$ cat config.mk
export PLATFORM = sky130hd
export DESIGN_NAME = lsau_core
export DESIGN_NICKNAME = d
export VERILOG_FILES = /design/src/rtl/lsau_pkg.sv /design/src/rtl/lsau_core.sv
export VERILOG_INCLUDE_DIRS = /design/src /design/src/rtl
export SDC_FILE = /design/constraint.sdc
export NUM_CORES = 1
export LEC_CHECK = 0
export ABC_AREA = 1
export CORE_MARGIN = 4
export CORE_UTILIZATION = 45
export DETAILED_ROUTE_END_ITERATION = 10
export DONT_BUFFER_PORTS = 1
export SYNTH_ARGS = -nofsm -noshare
export SYNTH_HDL_FRONTEND = slang
export SYNTH_SLANG_ARGS = --single-unit
$ cat constraint.sdc
create_clock -name clk -period 8.62 [get_ports clk]
set_clock_uncertainty 0.05 [all_clocks]
set_input_delay 1.724 -clock clk [delete_from_list [all_inputs] [get_ports clk]]
set_output_delay 1.724 -clock clk [all_outputs]
set_load 0.1 [all_outputs]
$ cat src/rtl/lsau_params.svh
`ifndef LSAU_PARAMS_SVH
`define LSAU_PARAMS_SVH

// =============================================================
// Address arithmetic
`define LSAU_PC_AHEAD     32'h0000_0004
`define LSAU_PC_BIT1_CLR  32'hFFFF_FFFD
`define LSAU_DUAL_STEP    32'h0000_0004
`define LSAU_BRANCH_MASK  32'hFFFF_FFFE

// =============================================================
// Immediate offset limits (magnitudes)
`define LSAU_IMM_SHORT    12'h0FF
`define LSAU_IMM_DUAL     12'h3FC
`define LSAU_IMM_ALIGN    2'h0

// =============================================================
// Byte lanes
`define LSAU_STRB_BYTE    4'h1
`define LSAU_STRB_HALF    4'h3
`define LSAU_STRB_WORD    4'hF

// =============================================================
// Reset values
`define LSAU_RST_WORD     32'h0000_0000
`define LSAU_RST_STRB     4'h0
`define LSAU_RST_FLAGS    4'h0

`endif

$ cat src/rtl/lsau_pkg.sv
package lsau_pkg;

    // =========================================================
    // Operation, size, addressing mode and sequencer state
    typedef enum logic [2:0]
    {
        OP_ADR   = 3'b000,
        OP_LOAD  = 3'b001,
        OP_STORE = 3'b010,
        OP_LDUAL = 3'b011,
        OP_SDUAL = 3'b100
    } lsau_op_e;

    typedef enum logic [1:0]
    {
        SZ_BYTE = 2'b00,
        SZ_HALF = 2'b01,
        SZ_WORD = 2'b10
    } lsau_size_e;

    typedef enum logic [1:0]
    {
        AM_OFFSET = 2'b00,
        AM_PRE    = 2'b01,
        AM_POST   = 2'b10
    } lsau_mode_e;

    typedef enum logic [1:0]
    {
        ST_IDLE = 2'b00,
        ST_MEM1 = 2'b01,
        ST_MEM2 = 2'b10
    } lsau_state_e;

    // =========================================================
    // Request from the instruction stream
    typedef struct packed
    {
        lsau_op_e    op;
        lsau_size_e  size;
        logic        sgn;
        lsau_mode_e  mode;
        logic        useReg;
        logic        sub;
        logic [11:0] imm;
        logic [1:0]  shift;
        logic        toPc;
        logic        condPass;
        logic [31:0] pcVal;
        logic [31:0] baseVal;
        logic [31:0] offVal;
        logic [31:0] store1;
        logic [31:0] store2;
    } lsau_req_s;

endpackage

$ cat src/rtl/lsau_core.sv
// Functional notes
// - Address instruction: aligned PC plus signed immediate
// - Address instruction keeps all condition flags
// - Loads zero or sign extend bytes, halfwords
// - Missing offset: base used as address
// - Offset mode: base plus offset, no writeback
// - Pre-index: access at sum, write sum back
// - Post-index: access at base, write sum back
// - Single immediate limits: -255..4095 or +-255
// - Dual offsets: multiple of four, +-1020
// - Word load to PC branches, bit 0 cleared
// - Loads and stores keep the flags
// - Register offset shifted left zero to three
// - Register offset: byte/half/word only, no dual
// - PC base is address plus four, bit1 cleared
// - Failed condition: no write, no flags, no fault
`include "lsau_params.svh"
`timescale 1ns/1ps
`default_nettype none

module lsau_core
#(
    parameter int XLEN = 32
)
(
    // Clock and reset
    input  wire logic             clk,
    input  wire logic             reset,
    // Instruction stream request
    input  wire logic             reqValid,
    input  wire lsau_pkg::lsau_req_s req,
    output var  logic             reqReady_q,
    input  wire logic [3:0]       appFlagsIn,
    // Memory side
    output var  logic             memValid_q,
    output var  logic             memWrite_q,
    output var  logic [31:0]      memAddr_q,
    output var  logic [31:0]      memWdata_q,
    output var  logic [3:0]       memStrb_q,
    input  wire logic             memAck,
    input  wire logic [31:0]      memRdata,
    // Completion and writeback
    output var  logic             done_q,
    output var  logic             err_q,
    output var  logic             wbTransEn_q,
    output var  logic [31:0]      transData_q,
    output var  logic             wbSecEn_q,
    output var  logic [31:0]      secData_q,
    output var  logic             wbBaseEn_q,
    output var  logic [31:0]      baseData_q,
    output var  logic             branchEn_q,
    output var  logic [31:0]      branchAddr_q,
    output var  logic [3:0]       appFlags_q
);
    import lsau_pkg::*;

    if (XLEN != 32)
    begin : g_chk
        $error("lsau_core supports XLEN of 32 only");
    end

    // =========================================================
    // Helpers
    function automatic logic [31:0] extend(input logic [31:0] d,
                                           input logic [1:0] a,
                                           input lsau_size_e sz,
                                           input logic sg);
        logic [31:0] s;
        s = d >> {a, 3'b000};
        if (sz == SZ_BYTE)
            extend = {{24{sg & s[7]}}, s[7:0]};
        else if (sz == SZ_HALF)
            extend = {{16{sg & s[15]}}, s[15:0]};
        else
            extend = d;
    endfunction

    function automatic logic [31:0] lanes(input logic [31:0] d,
                                          input lsau_size_e sz);
        if (sz == SZ_BYTE)
            lanes = {4{d[7:0]}};
        else if (sz == SZ_HALF)
            lanes = {2{d[15:0]}};
        else
            lanes = d;
    endfunction

    function automatic logic [3:0] strobes(input logic [1:0] a,
                                           input lsau_size_e sz);
        if (sz == SZ_BYTE)
            strobes = `LSAU_STRB_BYTE << a;
        else if (sz == SZ_HALF)
            strobes = `LSAU_STRB_HALF << {a[1], 1'b0};
        else
            strobes = `LSAU_STRB_WORD;
    endfunction

    // =========================================================
    // State
    lsau_state_e state_q;
    lsau_req_s   req_q;
    logic [31:0] addr1_q;

    // =========================================================
    // Address formation
    logic [31:0] pcBase;
    logic [31:0] immExt;
    logic [31:0] offAmt;
    logic [31:0] indexed;
    logic [31:0] firstAddr;
    logic [31:0] adrVal;
    logic        isDualIn;
    logic        illegal;
    logic        noMem;
    logic        accept;

    always_comb
    begin
        pcBase  = (req.pcVal + `LSAU_PC_AHEAD) & `LSAU_PC_BIT1_CLR;
        immExt  = {20'h00000, req.imm};
        adrVal  = req.sub ? pcBase - immExt : pcBase + immExt;
        offAmt  = req.useReg ? (req.offVal << req.shift) : immExt;
        indexed = (req.sub && !req.useReg) ? req.baseVal - offAmt
                                           : req.baseVal + offAmt;
        firstAddr = (req.mode == AM_POST) ? req.baseVal : indexed;
        isDualIn  = (req.op == OP_LDUAL) || (req.op == OP_SDUAL);
    end

    always_comb
    begin
        illegal = 1'b0;
        if (req.op == OP_ADR)
            illegal = 1'b0;
        else if (req.mode != AM_OFFSET && req.mode != AM_PRE
                 && req.mode != AM_POST)
            illegal = 1'b1;
        else if (isDualIn)
            illegal = req.useReg || (req.imm > `LSAU_IMM_DUAL)
                      || (req.imm[1:0] != `LSAU_IMM_ALIGN);
        else if (req.useReg)
            illegal = req.mode != AM_OFFSET;
        else if (req.mode == AM_OFFSET)
            illegal = req.sub && (req.imm > `LSAU_IMM_SHORT);
        else
            illegal = req.imm > `LSAU_IMM_SHORT;
        if (req.op == OP_STORE && req.sgn)
            illegal = 1'b1;
    end

    assign accept = reqValid && reqReady_q && (state_q == ST_IDLE);
    assign noMem  = !req.condPass || illegal || (req.op == OP_ADR);

    // =========================================================
    // Sequencer
    always_ff @(posedge clk)
    begin
        if (reset)
        begin
            state_q    <= ST_IDLE;
            reqReady_q <= 1'b1;
        end
        else
        begin
            case (state_q)
                ST_IDLE:
                    if (accept && !noMem)
                    begin
                        state_q    <= ST_MEM1;
                        reqReady_q <= 1'b0;
                    end
                ST_MEM1:
                    if (memAck)
                    begin
                        if (req_q.op == OP_LDUAL || req_q.op == OP_SDUAL)
                            state_q <= ST_MEM2;
                        else
                        begin
                            state_q    <= ST_IDLE;
                            reqReady_q <= 1'b1;
                        end
                    end
                ST_MEM2:
                    if (memAck)
                    begin
                        state_q    <= ST_IDLE;
                        reqReady_q <= 1'b1;
                    end
                default:
                    state_q <= ST_IDLE;
            endcase
        end
    end

    // =========================================================
    // Request capture
    always_ff @(posedge clk)
    begin
        if (reset)
        begin
            req_q   <= '0;
            addr1_q <= `LSAU_RST_WORD;
        end
        else if (accept)
        begin
            req_q   <= req;
            addr1_q <= firstAddr;
        end
    end

    // =========================================================
    // Memory requests
    always_ff @(posedge clk)
    begin
        if (reset)
        begin
            memValid_q <= 1'b0;
            memWrite_q <= 1'b0;
            memAddr_q  <= `LSAU_RST_WORD;
            memWdata_q <= `LSAU_RST_WORD;
            memStrb_q  <= `LSAU_RST_STRB;
        end
        else if (accept && !noMem)
        begin
            memValid_q <= 1'b1;
            memWrite_q <= (req.op == OP_STORE) || (req.op == OP_SDUAL);
            memAddr_q  <= firstAddr;
            memWdata_q <= lanes(req.store1, req.size);
            memStrb_q  <= isDualIn ? `LSAU_STRB_WORD
                                   : strobes(firstAddr[1:0], req.size);
        end
        else if (state_q == ST_MEM1 && memAck
                 && (req_q.op == OP_LDUAL || req_q.op == OP_SDUAL))
        begin
            memAddr_q  <= addr1_q + `LSAU_DUAL_STEP;
            memWdata_q <= req_q.store2;
            memStrb_q  <= `LSAU_STRB_WORD;
        end
        else if (memAck)
            memValid_q <= 1'b0;
    end

    // =========================================================
    // Completion and writeback
    logic ldWordPc;
    assign ldWordPc = (req_q.op == OP_LOAD) && (req_q.size == SZ_WORD)
                      && req_q.toPc;

    always_ff @(posedge clk)
    begin
        if (reset)
        begin
            done_q       <= 1'b0;
            err_q        <= 1'b0;
            wbTransEn_q  <= 1'b0;
            wbSecEn_q    <= 1'b0;
            wbBaseEn_q   <= 1'b0;
            branchEn_q   <= 1'b0;
            transData_q  <= `LSAU_RST_WORD;
            secData_q    <= `LSAU_RST_WORD;
            baseData_q   <= `LSAU_RST_WORD;
            branchAddr_q <= `LSAU_RST_WORD;
        end
        else
        begin
            done_q      <= 1'b0;
            err_q       <= 1'b0;
            wbTransEn_q <= 1'b0;
            wbSecEn_q   <= 1'b0;
            wbBaseEn_q  <= 1'b0;
            branchEn_q  <= 1'b0;
            if (accept && noMem)
            begin
                done_q <= 1'b1;
                err_q  <= req.condPass && illegal;
                if (req.condPass && req.op == OP_ADR)
                begin
                    wbTransEn_q <= 1'b1;
                    transData_q <= adrVal;
                end
            end
            else if (accept)
                baseData_q <= indexed;
            if (state_q == ST_MEM1 && memAck)
            begin
                if (req_q.op == OP_LDUAL)
                    transData_q <= memRdata;
                else if (req_q.op == OP_LOAD && ldWordPc)
                    branchAddr_q <= memRdata & `LSAU_BRANCH_MASK;
                else if (req_q.op == OP_LOAD)
                    transData_q <= extend(memRdata, addr1_q[1:0],
                                          req_q.size, req_q.sgn);
                if (req_q.op != OP_LDUAL && req_q.op != OP_SDUAL)
                begin
                    done_q      <= 1'b1;
                    wbTransEn_q <= (req_q.op == OP_LOAD) && !ldWordPc;
                    branchEn_q  <= ldWordPc;
                    wbBaseEn_q  <= req_q.mode != AM_OFFSET;
                end
            end
            if (state_q == ST_MEM2 && memAck)
            begin
                done_q      <= 1'b1;
                wbTransEn_q <= req_q.op == OP_LDUAL;
                wbSecEn_q   <= req_q.op == OP_LDUAL;
                wbBaseEn_q  <= req_q.mode != AM_OFFSET;
                if (req_q.op == OP_LDUAL)
                    secData_q <= memRdata;
            end
        end
    end

    // =========================================================
    // Condition flags pass through untouched
    always_ff @(posedge clk)
    begin
        if (reset)
            appFlags_q <= `LSAU_RST_FLAGS;
        else
            appFlags_q <= appFlagsIn;
    end
endmodule

`default_nettype wire

### Word-level counts from Yosys, hierarchy flattened

Cells that the tools add are included.

| word-level totals | value |
|---|---|
| register bits | 283 |
| input port bits | 226 |
| output and inout bits | 209 |
| word-level logic and storage cells | 169 |

| cells by class | value |
|---|---|
| add/subtract/negate cells | 6 |
| $lt $le $gt $ge | 2 |
| eq/ne operators | 21 |
| shift-type cells | 4 |
| muxes and demuxes | 54 |
| bitwise gates (word level) | 7 |
| reduce and logical (&&, ||, !) cells | 50 |

Operators with widths:

| cell | number |
|---|---|
| $mux 32 | 18 |
| $add 32x3->32 const B | 2 |
| $add 32x12->32 | 1 |
| $add 32x32->32 | 1 |
| $shl 32x2->32 | 1 |
| $shr 32x5->16 | 1 |
| $sub 32x12->32 | 1 |
| $sub 32x32->32 | 1 |
| $mux 1 | 25 |
| $mux 4 | 5 |
| $logic_and 1x1->1 | 19 |
| $gt 12x10->1 const B | 1 |
| $gt 12x8->1 const B | 1 |
| $ne 2x2->1 const B | 5 |
| $reduce_bool 2->1 | 5 |
| $eq 3x2->1 const B | 3 |
| $logic_not 2->1 | 4 |
| $mux 2 | 4 |
| $logic_or 1x1->1 | 7 |
| $eq 2x1->1 const B | 3 |
| $eq 2x2->1 const B | 3 |
| $eq 3x3->1 const B | 2 |
| $pmux 2 s3 | 1 |
| $reduce_and 2->1 | 3 |
| 16 further kinds | 27 |

### Logic depth before layout (Yosys ltp)

| depth | value |
|---|---|
| depth in word-level cells | 16 |
| depth in mapped cells | 33 |
| mapped depth without buffers | 31 |

### Least setup slack after synthesis

No wires, ideal clock.

| timing | value |
|---|---|
| path type | input port to flip-flop |
| from | input port req[162] (netlist bit) |
| to | register memAddr_q[25] |
| setup time | 0.115 ns |
| arrival time | 4.875 ns |
| required time | 8.455 ns |
| path slack | 3.579 ns |
| cell stages on the path | 28 |
| path buffers | 2 |
| cell sequence | buf_4 -> inv_2 -> buf_2 -> nand2_1 -> nand2_1 -> nand2_1 -> o21ai_1 -> inv_1 -> ha_1 -> nand2_2 -> nor3_4 -> nand3_2 -> nor4_2 -> or2_2 -> nand3_1 -> ha_1 -> nand2_1 -> nor3_1 -> nand3_1 -> nand3_1 -> nand2_1 -> nand2_1 -> xor2_1 -> nand2_1 -> o21ai_0 -> nor2_1 -> o21ai_0 -> inv_1 |

| between the ends | value |
|---|---|
| cells in the longest elaborated chain, start to end | 6 |
| elaborated cells on any way between the ends | 7 |
| classes of those cells | add/sub: 2; shift: 1; mux: 4 |

Ends and longest elaborated chain:

| element | RTL line | text |
|---|---|---|
| start, declared | lsau_core.sv:31 | `input wire lsau_pkg::lsau_req_s req,` |
| $shl 32x2->32 (*) | lsau_core.sv:122 | `offAmt = req.useReg ? (req.offVal << req.shift) : immExt;` |
| $mux 32 (*) | lsau_core.sv:122 |  |
| $add 32x32->32 / $sub 32x32->32 (equally long branches) | lsau_core.sv:124, lsau_core.sv:123 |  |
| $mux 32 (*) | lsau_core.sv:123 | `indexed = (req.sub && !req.useReg) ? req.baseVal - offAmt` |
| $mux 32 (*) | lsau_core.sv:125 | `firstAddr = (req.mode == AM_POST) ? req.baseVal : indexed;` |
| $mux 32 (*) | lsau_core.sv:222 | `else if (accept && !noMem)` |
| end signal, assigned | lsau_core.sv:218 | `` memAddr_q <= `LSAU_RST_WORD; `` |
| end signal, assigned | lsau_core.sv:226 | `memAddr_q <= firstAddr;` |
| end signal, assigned | lsau_core.sv:234 | `` memAddr_q <= addr1_q + `LSAU_DUAL_STEP; `` |
| end, declared | lsau_core.sv:37 | `output var logic [31:0] memAddr_q,` |

Every way passes the cells marked *; elsewhere a longest branch is shown, timed or not.
A chain may end at the register's enable or synchronous reset.

### Final worst setup path

| timing | value |
|---|---|
| from | input port req[177] (netlist bit) |
| to | register memAddr_q[25] |

| between the ends | value |
|---|---|
| cells in the longest elaborated chain, start to end | 11 |
| elaborated cells on any way between the ends | 20 |
| classes of those cells | add/sub: 2; mux: 9; reduce/logical: 9 |

Ends and longest elaborated chain:

| element |
|---|
| branches (longest 11 deep; another with $add 32x32->32) |

Parallel ways; which one is timed is not known.

==> flow_summary_export.csv <==
group,metric,value,unit
outcome,status,"complete, no violations",
worst_setup_path,cp.arrival,5710,ps
die,rows,75,
final_layout,final.fill_count,4439,
clocking,post-cts-setup-buffer-count,0,
global_routing,grt.overflow.total,0,
logic_synthesis,yosys_most_used_dff,"dfxtp_1",
placement,finalWeightedCongestion,0.922,
logic_synthesis,post_synth_main_area_contributors,"dfxtp_1 (29%), nand2_1 (15%), o21ai_0 (8.3%)",
final_layout,finalInstanceArea,20700,µm²
clocking,cts_htree_levels,1,
global_routing,grt_first_pass_wirelength,108000,µm
timing,final_setup_violation_count,0,
global_routing,overall_routing_resource_usage,0.287,
timing,worst_pin_slew,1140,ps
worst_setup_path,worst-setup-path-type,"in -> reg",
clocking,clkSlewWorstSetupHoldPaths,60,ps
die,dieWidth,216,µm
placement,io_buffer_count,0,
timing,setup_tns,0,ps
clocking,postCtsHoldBufs,0,
die,io_pins,435,
detailed_routing,wire_length_reported_by_the_detailed_router,70000,µm
final_layout,layout-drive-gt1-share,0.0516,
logic_synthesis,yosys_warnings,0,
power,cellPowerDensity,228,nW/µm²
die,fp.dieH,216,µm
logic_synthesis,yosysTopAreaCellShare,0.292,
min_path,hold_class,"reg -> reg",
worst_setup_path,cp_capture_type,"flop",
timing,achievable-frequency,189,MHz
die,core_region_area,42300,µm²
detailed_routing,route.detailed.vias_per_inst,5.58,
global_routing,grt_pass1_vias,19000,
detailed_routing,route.detailed.wl_per_inst,19.7,µm
logic_synthesis,synth_fp_nets,3353,
timing,timing.final.hold_violations,0,
timing,final-max-slew-violation-count,0,
power,fin_total_pwr,4.72,mW
global_routing,grt_max_degree,111,
timing,max_slew_margin,0.237,
clocking,cts_inserted_buffers,29,
worst_setup_path,rrSetupSlack,4420,ps
final_layout,instances_no_fill,3559,
worst_setup_path,cp-start-kind,"input port",
timing,rsz_0062_raised_after_global_routing,"false",
final_layout,layout.cells.most_common,"nand2_1",
worst_setup_path,worst_ep_required_time,9030,ps
detailed_routing,initialDrtViolationCount,1662,
power,power.static_leakage,9.54,nW
logic_synthesis,synth_cell_type_count,62,
clocking,post_cts_resize_count,0,
logic_synthesis,synth_top_cell_by_area,"dfxtp_1",
die,dieArea,46500,µm²
logic_synthesis,count_of_flip_flops_with_a_built_in_enable_after_synthesis,0,
detailed_routing,ant_nets,0,
placement,dpl-instance-area,19700,µm²
worst_setup_path,critPathMaxFanout,31,
clocking,worst_skew_pair.late_latency,570,ps
final_layout,antennaDiodeCount,0,
detailed_routing,vias,19900,
logic_synthesis,syn-mean-instance-area,6.35,µm²
timing,final_period_minus_worst_setup_slack,5300,ps
logic_synthesis,synth_sequential_area_ratio,0.292,
power,power.ir.vdd_worst,0.159,mV
logic_synthesis,syn_area,19400,µm²
run,maxCapViolations,0,
clocking,max-clock-path-buffers,3,
logic_synthesis,asyncSetResetFlopFracSynth,0,
logic_synthesis,syn_inst,3056,
detailed_routing,drcViolationCount,0,
clocking,clock-sinks,283,
timing,fin_crit_sh,0.615,
final_layout,layout.nets,3258,
final_layout,area_growth_syn_to_layout,6.60,%
detailed_routing,detail_route.first_pass.iterations,7,
final_layout,layout_common_cells,"nand2_1 (774), inv_1 (382), o21ai_0 (322)",
global_routing,antenna_found_initial,2,
clocking,clockRootBuffer,"clkbuf_16",
logic_synthesis,synth.ff_latch_count,283,
clocking,cts_tree,"built",
placement,placed_cells,3507,
die,initial_core_util,0.458,
placement,detailedPlacementHpwl,54100,µm
==> worst paths after layout <==
check,from,end,cells past startpoint
max,req[177],memAddr_q[25]$_SDFFE_PP0P_,25
min,req_q[30]$_SDFFE_PP0P_,req_q[30]$_SDFFE_PP0P_,2
max reg2reg,reqReady_q$_SDFFE_PP1P_,baseData_q[21]$_SDFFE_PP0P_,9
min reg2reg,req_q[30]$_SDFFE_PP0P_,req_q[30]$_SDFFE_PP0P_,2
==> through the flow <==
stage               hold WS (ps)   util  worst slack [ps]
floorplan                    374      -              3580
global placement             385  0.465              2780
detailed placement           391  0.465              2790
CTS                          401  0.489              3370
global route                 436  0.489              2870
finish                       398  0.489              3320
==> cell usage after synthesis, drive strengths merged (6+ instances only) <==
library cell,instances
nor4,8
o21ai,337
or2,20
nand4,24
nor3,44
a21oi,306
buf,45
a21o,14
a31oi,37
o211ai,40
clkbuf,96
nand2,788
o221ai,16
dfxtp,283
o21a,10
o21bai,12
o31ai,9
inv,395
xor2,76
a211oi,6
nand3,151
nor2,202
ha,70
xnor2,28
==> power breakdown <==
part,internal [mW],switching (mW)
registers,1.48,0.563
clock network,0.783,0.551
logic,0.433,0.908
==> layer usage <==
layer	global-route usage	up-vias	wire [µm]
met1	0.339	9213	27500
met5	0	-	32
met4	0.0921	4	2770
met3	0.0923	131	6680
met2	0.497	652	33000
li1	-	9852	-
==> critical path, stage by stage <==
cell and delay (ps):
inv_2 210, nor2_8 150, nand2_1 100, o21ai_1 100
inv_1 90, ha_1 190, nand2_2 90, nor3_4 160
nand3_2 160, nor4_2 280, or2_2 180, nand3_1 120
ha_1 410, nand2_1 140, nor3_1 350, nand3_1 130
nand3_1 180, nand2_1 70, nand2_1 90, xor2_1 230
nand2_1 70, o21ai_0 220, nor2_1 70, o21ai_0 160
inv_1 50
==> state kept, by name, indices dropped and copies added (netlist names) <==
signal / count
state_q: 2
transData_q: 32
err_q: 1
done_q: 1
appFlags_q: 4
secData_q: 32
branchEn_q: 1
wbTransEn_q: 1
branchAddr_q: 31
memStrb_q: 4
wbBaseEn_q: 1
memValid_q: 1
wbSecEn_q: 1
memWrite_q: 1
req_q: 41
memAddr_q: 32
addr1_q: 32
memWdata_q: 32
reqReady_q: 1
baseData_q: 32
==> kinds of logic (layout without fill, tap and decap cells) <==
group                    after synthesis  after routing  synth area share
AO/OA/AOI/OAI                        812            812             0.232
other                                  1              1          0.000193
flip-flops                           283            283             0.292
buffers and inverters                539            465             0.108
multiplexers                           4              4           0.00206
XOR/XNOR                             104            104            0.0469
adder cells (fa/ha/maj)               71             71            0.0462
AND/OR/NAND/NOR                     1242           1242             0.273
==> layout make-up <==
cell class	count	area (µm²)	area share
Clock inverter	12	153	0.00738
Sequential cell	283	5670	0.274
Multi-Input combinational cell	2234	11700	0.564
Inverter	398	1500	0.0725
Timing Repair Buffer	15	113	0.00544
Tap cell	577	722	0.0349
Clock buffer	40	857	0.0414
Note: power is estimated with default switching activity, not from simulation.
